File: src/dmr_pkg.sv
// Purpose: shared constants for the mute and reset control block
// Assumes: one system clock, asynchronous active-low reset
// Notes:   counts are in clock cycles or frame samples
package dmr_pkg;
  localparam int unsigned NUM_CH        = 6;    // dac input channels
  localparam int unsigned SAMPLE_W      = 24;   // sample width
  localparam int unsigned ZERO_RUN      = 512;  // zero samples before auto mute
  localparam int unsigned INIT_NS       = 1000; // power-up init hold time
  localparam int unsigned CLK_NS        = 10;   // system clock period
  localparam int unsigned INIT_CYC      = (INIT_NS + CLK_NS - 1) / CLK_NS;
  localparam int unsigned RATIO_MIN     = 128;  // least valid mclk per frame
  localparam int unsigned RATIO_MAX     = 1536; // largest valid mclk per frame
  localparam int unsigned MCLK_TIMEOUT  = 64;   // sys cycles without mclk edge
  localparam logic        SW_MUTE_RST   = 1'b0; // software mute released
  localparam logic        MUTZ_EN_RST   = 1'b0; // mute on zero off
  typedef enum logic [1:0] {
    DMR_INIT = 2'b00,
    DMR_RUN  = 2'b01,
    DMR_DOWN = 2'b11
  } dmr_state_t;
endpackage

File: src/dmr_mute_ctrl.sv
// Overview of operation
// - reset low puts device in low power
// - reset low returns all registers to defaults
// - control port ignores accesses during reset
// - reset high makes port and converter operational
// - mute low during init, power-down, reset
// - mute low on missing mclk or bad ratio
// - software bit asserts or releases mute
// - 512 all-channel zero samples assert mute
// - one non-zero sample releases auto mute
// - enable bit switches mute-on-zero detection
//
// Purpose: reset handling and mute-control output for a six-channel dac
// Assumes: mclk and frame clock arrive as synchronous levels on clk_sys_i
// Notes:   software bits come from the control port register file
`timescale 1ns/100ps
module dmr_mute_ctrl #(
  parameter int unsigned NCH       = dmr_pkg::NUM_CH,
  parameter int unsigned SW        = dmr_pkg::SAMPLE_W,
  parameter int unsigned ZRUN      = dmr_pkg::ZERO_RUN,
  parameter int unsigned INIT_CYCS = dmr_pkg::INIT_CYC,
  parameter int unsigned RMIN      = dmr_pkg::RATIO_MIN,
  parameter int unsigned RMAX      = dmr_pkg::RATIO_MAX,
  parameter int unsigned MCLK_TO   = dmr_pkg::MCLK_TIMEOUT
) (
  input  wire logic              clk_sys_i,
  input  wire logic              arst_n_i,
  input  wire logic              ce_i,
  input  wire logic              power_down_i,
  input  wire logic              mclk_i,
  input  wire logic              lrck_i,
  input  wire logic              port_wr_i,
  input  wire logic              sw_mute_i,
  input  wire logic              mute_on_zero_enable_i,
  input  wire logic              sample_vld_i,
  input  wire logic [NCH*SW-1:0] samples_i,
  output logic                   low_power_o,
  output logic                   port_ready_o,
  output logic                   codec_run_o,
  output logic                   mute_control_out_o
);
  localparam int unsigned IW = $clog2(INIT_CYCS + 1);
  localparam int unsigned RW = $clog2(RMAX + 2);
  localparam int unsigned TW = $clog2(MCLK_TO + 1);
  // elaboration check on parameter values the counters cannot serve
  if (RMIN >= RMAX || INIT_CYCS < 1 || MCLK_TO < 2) begin : g_bad_param
    $error("mute control parameters unsupported");
  end

  dmr_pkg::dmr_state_t state_q;
  logic [IW-1:0] init_cnt_q;
  logic          sw_mute_q;
  logic          mutz_en_q;
  logic          mclk_q;
  logic          lrck_q;
  logic [TW-1:0] mclk_to_q;
  logic [RW-1:0] ratio_cnt_q;
  logic          ratio_ok_q;
  logic          zero_mute;
  logic          mclk_edge;
  logic          lrck_edge;
  logic          hw_cause;

  assign mclk_edge = mclk_i & ~mclk_q;
  assign lrck_edge = lrck_i & ~lrck_q;

  // power-up sequencing; reset forces init and low power
  always_ff @(posedge clk_sys_i or negedge arst_n_i) begin
    if (!arst_n_i) begin
      state_q    <= dmr_pkg::DMR_INIT;
      init_cnt_q <= '0;
    end else if (ce_i) begin
      case (state_q)
        dmr_pkg::DMR_INIT: begin
          if (power_down_i) state_q <= dmr_pkg::DMR_DOWN;
          else if (init_cnt_q == IW'(INIT_CYCS - 1)) state_q <= dmr_pkg::DMR_RUN;
          else init_cnt_q <= init_cnt_q + IW'(1);
        end
        dmr_pkg::DMR_RUN: begin
          if (power_down_i) state_q <= dmr_pkg::DMR_DOWN;
        end
        dmr_pkg::DMR_DOWN: begin
          if (!power_down_i) begin
            state_q    <= dmr_pkg::DMR_INIT;
            init_cnt_q <= '0;
          end
        end
        default: state_q <= dmr_pkg::DMR_INIT;
      endcase
    end
  end

  // control port registers accept writes only out of reset
  always_ff @(posedge clk_sys_i or negedge arst_n_i) begin
    if (!arst_n_i) begin
      sw_mute_q <= dmr_pkg::SW_MUTE_RST;
      mutz_en_q <= dmr_pkg::MUTZ_EN_RST;
    end else if (ce_i && port_wr_i) begin
      sw_mute_q <= sw_mute_i;
      mutz_en_q <= mute_on_zero_enable_i;
    end
  end

  // master clock presence watchdog
  always_ff @(posedge clk_sys_i or negedge arst_n_i) begin
    if (!arst_n_i) begin
      mclk_q    <= 1'b0;
      mclk_to_q <= TW'(MCLK_TO);
    end else if (ce_i) begin
      mclk_q <= mclk_i;
      if (mclk_edge) mclk_to_q <= '0;
      else if (mclk_to_q != TW'(MCLK_TO)) mclk_to_q <= mclk_to_q + TW'(1);
    end
  end

  // mclk edges per frame, checked at each frame edge
  always_ff @(posedge clk_sys_i or negedge arst_n_i) begin
    if (!arst_n_i) begin
      lrck_q      <= 1'b0;
      ratio_cnt_q <= '0;
      ratio_ok_q  <= 1'b0;
    end else if (ce_i) begin
      lrck_q <= lrck_i;
      if (lrck_edge) begin
        ratio_ok_q  <= (ratio_cnt_q >= RW'(RMIN)) && (ratio_cnt_q <= RW'(RMAX));
        ratio_cnt_q <= mclk_edge ? RW'(1) : '0;
      end else if (mclk_edge && ratio_cnt_q != RW'(RMAX + 1)) begin
        ratio_cnt_q <= ratio_cnt_q + RW'(1);
      end
    end
  end

  dmr_zero_det #(
    .NCH (NCH),
    .SW  (SW),
    .RUN (ZRUN)
  ) u_zero (
    .clk_sys_i    (clk_sys_i),
    .arst_n_i     (arst_n_i),
    .ce_i         (ce_i),
    .enable_i     (mutz_en_q),
    .sample_vld_i (sample_vld_i),
    .samples_i    (samples_i),
    .zero_mute_o  (zero_mute)
  );

  assign hw_cause = (state_q != dmr_pkg::DMR_RUN) || (mclk_to_q == TW'(MCLK_TO))
                    || !ratio_ok_q;

  // one decode of the mute causes, shared by the output and its checks
  function automatic logic any_cause(input logic hw, input logic sw, input logic zm);
    return hw || sw || zm;
  endfunction

  // registered outputs; mute active low
  always_ff @(posedge clk_sys_i or negedge arst_n_i) begin
    if (!arst_n_i) begin
      low_power_o        <= 1'b1;
      port_ready_o       <= 1'b0;
      codec_run_o        <= 1'b0;
      mute_control_out_o <= 1'b0;
    end else if (ce_i) begin
      low_power_o        <= (state_q == dmr_pkg::DMR_DOWN);
      port_ready_o       <= 1'b1;
      codec_run_o        <= (state_q == dmr_pkg::DMR_RUN);
      mute_control_out_o <= !any_cause(hw_cause, sw_mute_q, zero_mute);
    end
  end

  // checks on the mute causes and the output they drive
  mute_cause_a: assert property (@(posedge clk_sys_i) disable iff (!arst_n_i)
    ce_i && any_cause(hw_cause, sw_mute_q, zero_mute) |=> !mute_control_out_o)
    else $error("mute released while a cause is present");
  mute_clear_a: assert property (@(posedge clk_sys_i) disable iff (!arst_n_i)
    ce_i && !any_cause(hw_cause, sw_mute_q, zero_mute) |=> mute_control_out_o)
    else $error("mute held with no cause");
  down_mute_a: assert property (@(posedge clk_sys_i) disable iff (!arst_n_i)
    ce_i && state_q == dmr_pkg::DMR_DOWN |=> !mute_control_out_o && low_power_o)
    else $error("power-down did not mute");
  mclk_lost_a: assert property (@(posedge clk_sys_i) disable iff (!arst_n_i)
    ce_i && mclk_to_q == TW'(MCLK_TO) |=> !mute_control_out_o)
    else $error("missing master clock did not mute");
  ratio_bad_a: assert property (@(posedge clk_sys_i) disable iff (!arst_n_i)
    ce_i && !ratio_ok_q |=> !mute_control_out_o)
    else $error("bad clock ratio did not mute");
  sw_write_a: assert property (@(posedge clk_sys_i) disable iff (!arst_n_i)
    ce_i && port_wr_i |=> sw_mute_q == $past(sw_mute_i) && mutz_en_q == $past(mute_on_zero_enable_i))
    else $error("control bit write lost");
  sw_hold_a: assert property (@(posedge clk_sys_i) disable iff (!arst_n_i)
    ce_i && !port_wr_i |=> $stable(sw_mute_q) && $stable(mutz_en_q))
    else $error("control bits changed without a write");

  // checks on reset exit: defaults still held, mute kept low into init
  init_hold_a: assert property (@(posedge clk_sys_i) disable iff (!arst_n_i)
    $rose(arst_n_i) |-> (!mute_control_out_o && !codec_run_o) ##1 !mute_control_out_o)
    else $error("mute released right at reset exit");
  reset_exit_a: assert property (@(posedge clk_sys_i) disable iff (!arst_n_i)
    $rose(arst_n_i) |-> low_power_o && !port_ready_o)
    else $error("reset did not hold low power");
  port_clean_a: assert property (@(posedge clk_sys_i) disable iff (!arst_n_i)
    $rose(arst_n_i) |-> sw_mute_q == dmr_pkg::SW_MUTE_RST
                        && mutz_en_q == dmr_pkg::MUTZ_EN_RST)
    else $error("control bits not at default after reset");

  // checks on sequencing and clock supervision
  init_mute_a: assert property (@(posedge clk_sys_i) disable iff (!arst_n_i)
    ce_i && state_q == dmr_pkg::DMR_INIT |=> !mute_control_out_o)
    else $error("mute released during init");
  release_run_a: assert property (@(posedge clk_sys_i) disable iff (!arst_n_i)
    ce_i && state_q == dmr_pkg::DMR_INIT && !power_down_i
    && init_cnt_q == IW'(INIT_CYCS - 1) |=> state_q == dmr_pkg::DMR_RUN)
    else $error("init did not end in run");
  run_out_a: assert property (@(posedge clk_sys_i) disable iff (!arst_n_i)
    ce_i && state_q == dmr_pkg::DMR_RUN |=> codec_run_o && port_ready_o && !low_power_o)
    else $error("converter not operational in run");
  lp_only_down_a: assert property (@(posedge clk_sys_i) disable iff (!arst_n_i)
    ce_i && state_q != dmr_pkg::DMR_DOWN |=> !low_power_o)
    else $error("low power outside power-down");
  mclk_seen_a: assert property (@(posedge clk_sys_i) disable iff (!arst_n_i)
    ce_i && mclk_edge |=> mclk_to_q == '0)
    else $error("master clock edge did not restart watchdog");
  ratio_meas_a: assert property (@(posedge clk_sys_i) disable iff (!arst_n_i)
    ce_i && lrck_edge && (ratio_cnt_q < RW'(RMIN) || ratio_cnt_q > RW'(RMAX))
    |=> !ratio_ok_q)
    else $error("out-of-range frame ratio accepted");
endmodule

File: src/dmr_zero_det.sv
// Purpose: counts consecutive all-channel zero frames for auto mute
// Assumes: sample_vld_i pulses once per frame with all channels valid
// Notes:   any non-zero sample clears the run at once
`timescale 1ns/100ps
module dmr_zero_det #(
  parameter int unsigned NCH   = 6,
  parameter int unsigned SW    = 24,
  parameter int unsigned RUN   = 512
) (
  input  wire logic                clk_sys_i,
  input  wire logic                arst_n_i,
  input  wire logic                ce_i,
  input  wire logic                enable_i,
  input  wire logic                sample_vld_i,
  input  wire logic [NCH*SW-1:0]   samples_i,
  output logic                     zero_mute_o
);
  localparam int unsigned CW = $clog2(RUN + 1);
  // elaboration check: the run counter needs at least two frames to count
  if (NCH < 1 || RUN < 2) begin : g_bad_param
    $error("zero detector parameters unsupported");
  end

  logic [CW-1:0] run_q;
  logic          all_zero;
  logic [NCH-1:0] ch_zero;

  // per-channel zero flags
  genvar g;
  generate
    for (g = 0; g < NCH; g++) begin : g_ch
      assign ch_zero[g] = (samples_i[g*SW +: SW] == '0);
    end
  endgenerate
  assign all_zero = &ch_zero;

  // run counter and sticky zero mute
  always_ff @(posedge clk_sys_i or negedge arst_n_i) begin
    if (!arst_n_i) begin
      run_q       <= '0;
      zero_mute_o <= 1'b0;
    end else if (ce_i) begin
      if (!enable_i) begin
        run_q       <= '0;
        zero_mute_o <= 1'b0;
      end else if (sample_vld_i) begin
        if (!all_zero) begin
          run_q       <= '0;
          zero_mute_o <= 1'b0;
        end else if (run_q < CW'(RUN)) begin
          run_q       <= run_q + CW'(1);
          if (run_q == CW'(RUN - 1)) zero_mute_o <= 1'b1;
        end
      end
    end
  end

  zero_set_a: assert property (@(posedge clk_sys_i) disable iff (!arst_n_i)
    ce_i && enable_i && sample_vld_i && all_zero && run_q == CW'(RUN - 1) |=> zero_mute_o)
    else $error("auto mute missed after zero run");
  zero_rel_a: assert property (@(posedge clk_sys_i) disable iff (!arst_n_i)
    ce_i && sample_vld_i && !all_zero |=> !zero_mute_o && run_q == '0)
    else $error("auto mute not released on non-zero sample");
endmodule

File: config.mk
export PLATFORM = sky130hd
export DESIGN_NAME = dmr_mute_ctrl
export DESIGN_NICKNAME = d
export VERILOG_FILES = /design/src/dmr_pkg.sv /design/src/dmr_mute_ctrl.sv /design/src/dmr_zero_det.sv
export SDC_FILE = /design/constraint.sdc
export NUM_CORES = 1
export LEC_CHECK = 0
export BUFFER_PORTS_ARGS = -buffer_cell sky130_fd_sc_hd__buf_2
export CAP_MARGIN = 20
export CORE_MARGIN = 2
export CORE_UTILIZATION = 45
export DETAILED_ROUTE_END_ITERATION = 16
export GPL_ROUTABILITY_DRIVEN = 0
export PLACE_DENSITY = 0.81
export SETUP_SLACK_MARGIN = 0.1
export SLEW_MARGIN = 20
export SYNTH_ARGS = -nofsm -noshare
export SYNTH_HDL_FRONTEND = slang
export SYNTH_SLANG_ARGS = --single-unit
File: constraint.sdc
create_clock -name clk_sys_i -period 2.4 [get_ports clk_sys_i]
set_input_delay 0.12 -clock clk_sys_i [delete_from_list [all_inputs] [get_ports clk_sys_i]]
set_output_delay 0.12 -clock clk_sys_i [all_outputs]
set_load 0.01 [all_outputs]
# Word-level counts from Yosys, hierarchy flattened
# Index checks and enable logic that the tools add are counted.
dict set report totals {
  regBits 47
  in_bits 154
  out_inout_bits 4
  elab_cells 92
}
dict set report classes {
  addsub 4
  order_cmp 3
  n_eq_ne 16
  n_mux 23
  n_bitwise 4
  n_reduce_logical 27
}
# cell n
set ops {}
lappend ops {{$logic_not A24 Y1} 6}
lappend ops {{$mux W10} 4}
lappend ops {{$mux W7} 5}
lappend ops {{$mux W11} 2}
lappend ops {{$add A7 B1 Y7 const B} 2}
lappend ops {{$eq A7 B7 Y1 const B} 2}
lappend ops {{$pmux W7 S2} 1}
lappend ops {{$add A11 B1 Y11 const B} 1}
lappend ops {{$ge A11 B8 Y1 const B} 1}
lappend ops {{$le A11 B11 Y1 const B} 1}
lappend ops {{$ne A11 B11 Y1 const B} 1}
lappend ops {{$add A10 B1 Y10 const B} 1}
lappend ops {{$eq A10 B9 Y1 const B} 1}
lappend ops {{$lt A10 B10 Y1 const B} 1}
lappend ops {{$ne A2 B2 Y1 const B} 5}
lappend ops {{$ne A3 B3 Y1 const B} 3}
lappend ops {{$mux W2} 4}
lappend ops {{$reduce_and A4 Y1} 2}
lappend ops {{$ne A7 B7 Y1 const B} 1}
lappend ops {{$mux W1} 6}
lappend ops {{$pmux W2 S3} 1}
lappend ops {{$reduce_and A2 Y1} 3}
lappend ops {{$reduce_and A6 Y1} 1}
lappend ops {{$reduce_bool A2 Y1} 3}
lappend ops {{11 further kinds} 19}

# Longest topological paths before layout
dict set report depth {
  depth_word 6
  ltp_mapped 7
  depth_no_buf 7
}

# Hierarchy
# A second synthesis with hierarchy kept.
dict set report hier_totals {
  cells_unflattened 335
  area_unflattened_um2 3012.9
}
# mod n_inst cells_per_inst area_per_inst_um2 seq_area_each_um2
set modules_own_cells {}
lappend modules_own_cells {dmr_mute_ctrl 1 221 2085.8 903.4}
lappend modules_own_cells {dmr_zero_det 1 114 927.1 275.3}

# Worst setup path before layout
# OpenSTA, ideal clock, no wires.
dict set report synth_path {
  path_type {register to register}
  startpoint {register mutz_en_q}
  endpoint {register u_zero.run_q[7]}
  setup_time_ps 92
  arrival_ps 1991
  required_ps 2308
  setup_slack_ps 317
  stages_incl_launch_ff 7
  path_buffers 0
  period_less_slack_ps 2083
  cell_sequence {dfrtp_1 nor4b_1 nand4_1 or4_1 or4_4 or2_1 o31ai_2}
}
dict set report synth_via {
  elab_chain_cells 2
  word_cells_on_any_way 4
  classes_between {eq/ne (2); mux (1); reduce/logical (1)}
}
# element line
set synth_lines {}
lappend synth_lines {{from (decl)} dmr_mute_ctrl.sv:53} ;# logic mutz_en_q;
lappend synth_lines {{from (signal assigned)} dmr_mute_ctrl.sv:97} ;# mutz_en_q <= dmr_pkg::MUTZ_EN_RST;
lappend synth_lines {{from (signal assigned)} dmr_mute_ctrl.sv:100} ;# mutz_en_q <= mute_on_zero_enable_i;
lappend synth_lines {{$ne A3 B3 Y1 (no source line) or $ne A2 B2 Y1 (tied branches)} -}
lappend synth_lines {{$reduce_and A3 Y1 (no source line)} -}
lappend synth_lines {{to (signal assigned)} dmr_zero_det.sv:51} ;# run_q <= run_q + CW'(1);
lappend synth_lines {{to (decl)} dmr_zero_det.sv:24} ;# logic [CW-1:0] run_q;
# Several ways; a longest one is shown, not always the timed one.
# A chain may end at the register's enable or synchronous reset.

# Worst setup path in the final report
# Same ends and word-level chain as after synthesis.

==> metrics.json <==
{
  "status": "finished clean",
  "routed_via_density": 5.60,
  "cts-buffers-inserted": 5,
  "slew-limit-headroom_pct": 63.1,
  "std_cell_rows": 28,
  "fmax_mhz": 460,
  "ys.warnings.count": 0,
  "cts.sink_count": 47,
  "grt_first_pass_wirelength_um": 13500,
  "finalHoldViolCount": 0,
  "fin_crit_sh_pct": 90.5,
  "post_synth_inst_count": 309,
  "syn-mean-instance-area_sq_um": 9.04,
  "detailedPlacementHpwl_um": 6930,
  "synth_top_flop_cell": "sky130_fd_sc_hd__dfrtp_1",
  "htree_levels": 2,
  "timing.clock.skew_ps": 6.61,
  "end_kind": "register",
  "fin_crit_ps": 2170,
  "report.final.slew_viol_count": 0,
  "buffer_ports.inserted": 157,
  "grt_start_max_net_pins": 25,
  "drtIter0Drc": 178,
  "timing.critical_path.from": "mutz_en_q",
  "ctsLongestPathBuffers": 2,
  "synth_edf_count": 0,
  "clkTransAtPathRegs_ps": 90,
  "num-nets-final": 635,
  "clock_insertion_delay_worst_skew_ps": 310,
  "drt_first_pass_iters": 4,
  "setup_viol": 0,
  "regToRegStartpoint": "mutz_en_q",
  "power.net_switching_w": 0.000614,
  "routed-via-count": 3078,
  "synth.net_count": 470,
  "power.density_nw_per_um2": 529,
  "drc": 0,
  "power.static_leakage_nw": 1.83,
  "num-fill-cells": 512,
  "post-layout-total-power_w": 0.00200,
  "cell_internal_pwr_w": 0.00139,
  "fin_hold_ws_ps": 49.8,
  "cts_post_setup_buffers_inserted": 0,
  "maxCapViolations": 0,
  "fp.coreArea_sq_um": 5960,
  "drive_gt1_share_pct": 39.8,
  "rsz0062_at_grt": "no",
  "synth_sequential_area_ratio_pct": 42.2,
  "routed_wl_um": 8430,
  "tritoncts": "built",
  "chipWidth_um": 82.8,
  "antenna_violations_before_repair": 0,
  "syn_to_final_growth_pct": 35.8,
  "dp_cells": 541,
  "groute.usage.overall_pct": 26.1,
  "power.ir.vdd_worst_mv": 0.278,
  "fp.dieArea_sq_um": 6850,
  "remaining_global_route_overflow": 0,
  "post_dp_cell_area_sq_um": 3670,
  "power_frac_clock_pct": 26.9,
  "initial_core_util_pct": 46.9,
  "hold_path.class": "in -> reg",
  "tns_ps": 0,
  "root_buffer": "sky130_fd_sc_hd__clkbuf_8",
  "critical_path.cell_chain": "nor4b_2 > nand4_1 > or4_1 > or4_4 > or2_1 > o31ai_2",
  "worst_path_largest_cell_delay_ps": 550,
  "hold_path.startpoint": "mute_on_zero_enable_i",
  "start_kind": "register",
  "critical_path_arrival_ps": 2400,
  "top_level_ports": 158,
  "part_of_the_total_power_dissipated_in_sequential_elements_pct": 50.1,
  "postRouteAntennaNets": 0,
  "async_reset_ff_share_pct": 100,
  "post_drt_wl_per_cell_um": 15.3,
  "critPathKind": "reg -> reg",
  "netlist-cell-type-count": 48,
  "ys_seq_elements": 47,
  "floorplan.die.height_um": 82.8,
  "worst_slew_pin_slew_ps": 554,
  "grt_pass1_vias": 2977,
  "worst_path_max_delay_cell": "sky130_fd_sc_hd__or4_1",
  "netSwitchingFraction_pct": 30.6,
  "insertedDiodeCount": 0,
  "netlist_area_sq_um": 2790,
  "worstPathRequired_ps": 2630,
  "stdcell_count": 550,
  "power.combinational.fraction_pct": 22.9,
  "path_max_fanout": 3,
  "postLayoutCellArea_sq_um": 3790
}
## cell type report
cell class              instances  area, sq um  area share, %
multi-input cells             241         1510           39.9
flip-flops and latches         47         1180           31.1
repair buffers                165          848           22.4
clock buffers                   7         96.3           2.54
well taps                      75         93.8           2.48
inverters                      14         52.6           1.39
clock inverters                 1         7.51          0.198
## repair_timing
item	CTS	global route
resized for setup	0	1
hold endpoints to repair	21	0
hold buffers	1	0
endpoints found under the setup margin	0	4
## metrics by stage
stage	util, %	worst slack, ps
5_1_grt	63.7	118
2_1_floorplan	-	317
6_report	63.7	228
3_3_place_gp	61.6	-25.0
3_5_place_dp	61.6	-61.8
4_1_cts	63.6	158
## metal layers
layer | vias up | GRT usage [%] | share of wire, %
met5 | - | 0 | 0
met4 | 0 | 6.72 | 1.3
met3 | 12 | 5.74 | 6.9
met2 | 138 | 45.1 | 49
met1 | 1435 | 33.2 | 43
li1 | 1493 | - | -
## state kept, by name, indices dropped and copies added (netlist names)
register / cells
lrck_q: 1
mute_control_out_o: 1
ratio_ok_q: 1
mclk_q: 1
sw_mute_q: 1
u_zero.run_q: 10
ratio_cnt_q: 11
low_power_o: 1
u_zero.zero_mute_o: 1
init_cnt_q: 7
mutz_en_q: 1
mclk_to_q: 7
state_q: 2
codec_run_o: 1
port_ready_o: 1
## power groups by stage
stage,Sequential (W),Clock [W],Combinational [W]
3_3_place_gp,0.00101,0,0.000444
5_1_grt,0.00102,0.000579,0.000529
2_1_floorplan,0.000993,0,0.000245
4_1_cts,0.00100,0.000547,0.000463
3_5_place_dp,0.00102,0,0.000459
6_report,0.00100,0.000539,0.000460
## worst max-delay path, delay by kind of cell, from the launching register on
| kind | cells | cell delay [ps] |
|---|---|---|
| DFF | 1 | 370 |
| AOI/OAI and AO/OA | 1 | 210 |
| and+or+nand+nor | 5 | 1520 |
## worst paths after layout
check                           slack [ps]         endpoint  cells after the start
worst min register to register         470     port_ready_o                      1
worst min-delay path                    50        mutz_en_q                      2
worst max-delay path                   230  u_zero.run_q[7]                      6
max in group asynchronous             1450      low_power_o                      3
min in group asynchronous              320   ratio_cnt_q[9]                      2
worst max register to register         230  u_zero.run_q[7]                      6
## cell usage after synthesis (3+ instances only)
master                      n  area, sq um
sky130_fd_sc_hd__a21o_1     7         52.6
sky130_fd_sc_hd__a21oi_1   16         80.1
sky130_fd_sc_hd__and2_1     3         18.8
sky130_fd_sc_hd__and3_1     4         25.0
sky130_fd_sc_hd__clkbuf_1   4         15.0
sky130_fd_sc_hd__dfrtp_1   45         1130
sky130_fd_sc_hd__ha_1       7         87.6
sky130_fd_sc_hd__inv_1     14         52.6
sky130_fd_sc_hd__mux2_2     6         67.6
sky130_fd_sc_hd__nand2_1   28          105
sky130_fd_sc_hd__nand2b_1   5         31.3
sky130_fd_sc_hd__nand3_1   12         60.1
sky130_fd_sc_hd__nand4_1   14         87.6
sky130_fd_sc_hd__nor2_1    18         67.6
sky130_fd_sc_hd__nor2b_1    3         18.8
sky130_fd_sc_hd__nor3_1     3         15.0
sky130_fd_sc_hd__nor3b_1    3         22.5
sky130_fd_sc_hd__nor4_1    38          238
sky130_fd_sc_hd__o21a_1     3         22.5
sky130_fd_sc_hd__o21ai_0   21          105
sky130_fd_sc_hd__or2_2      3         18.8
sky130_fd_sc_hd__or3_1      6         37.5
sky130_fd_sc_hd__or4_1      6         45.0
sky130_fd_sc_hd__xor2_1     7         61.3
## cell usage in the layout, fill, tap and decap left out, types with 12 or more instances in the layout
cell type / count
sky130_fd_sc_hd__a21oi_1: 16
sky130_fd_sc_hd__buf_2: 157
sky130_fd_sc_hd__dfrtp_1: 45
sky130_fd_sc_hd__inv_1: 14
sky130_fd_sc_hd__nand2_1: 28
sky130_fd_sc_hd__nand3_1: 12
sky130_fd_sc_hd__nand4_1: 14
sky130_fd_sc_hd__nor2_1: 18
sky130_fd_sc_hd__nor4_1: 38
sky130_fd_sc_hd__o21ai_0: 21
## cells by family after synthesis
family | after synthesis | share of synthesized area, %
DFF | 47 | 42.2
xor gates and xnor gates | 8 | 2.51
buffers and inverters | 21 | 3.81
and+or+nand+nor | 155 | 31.4
muxes | 7 | 2.78
adders and majority gates | 7 | 3.14
AOI/OAI and AO/OA | 64 | 14.2
No activity file was read; power rests on OpenSTA's default activity.
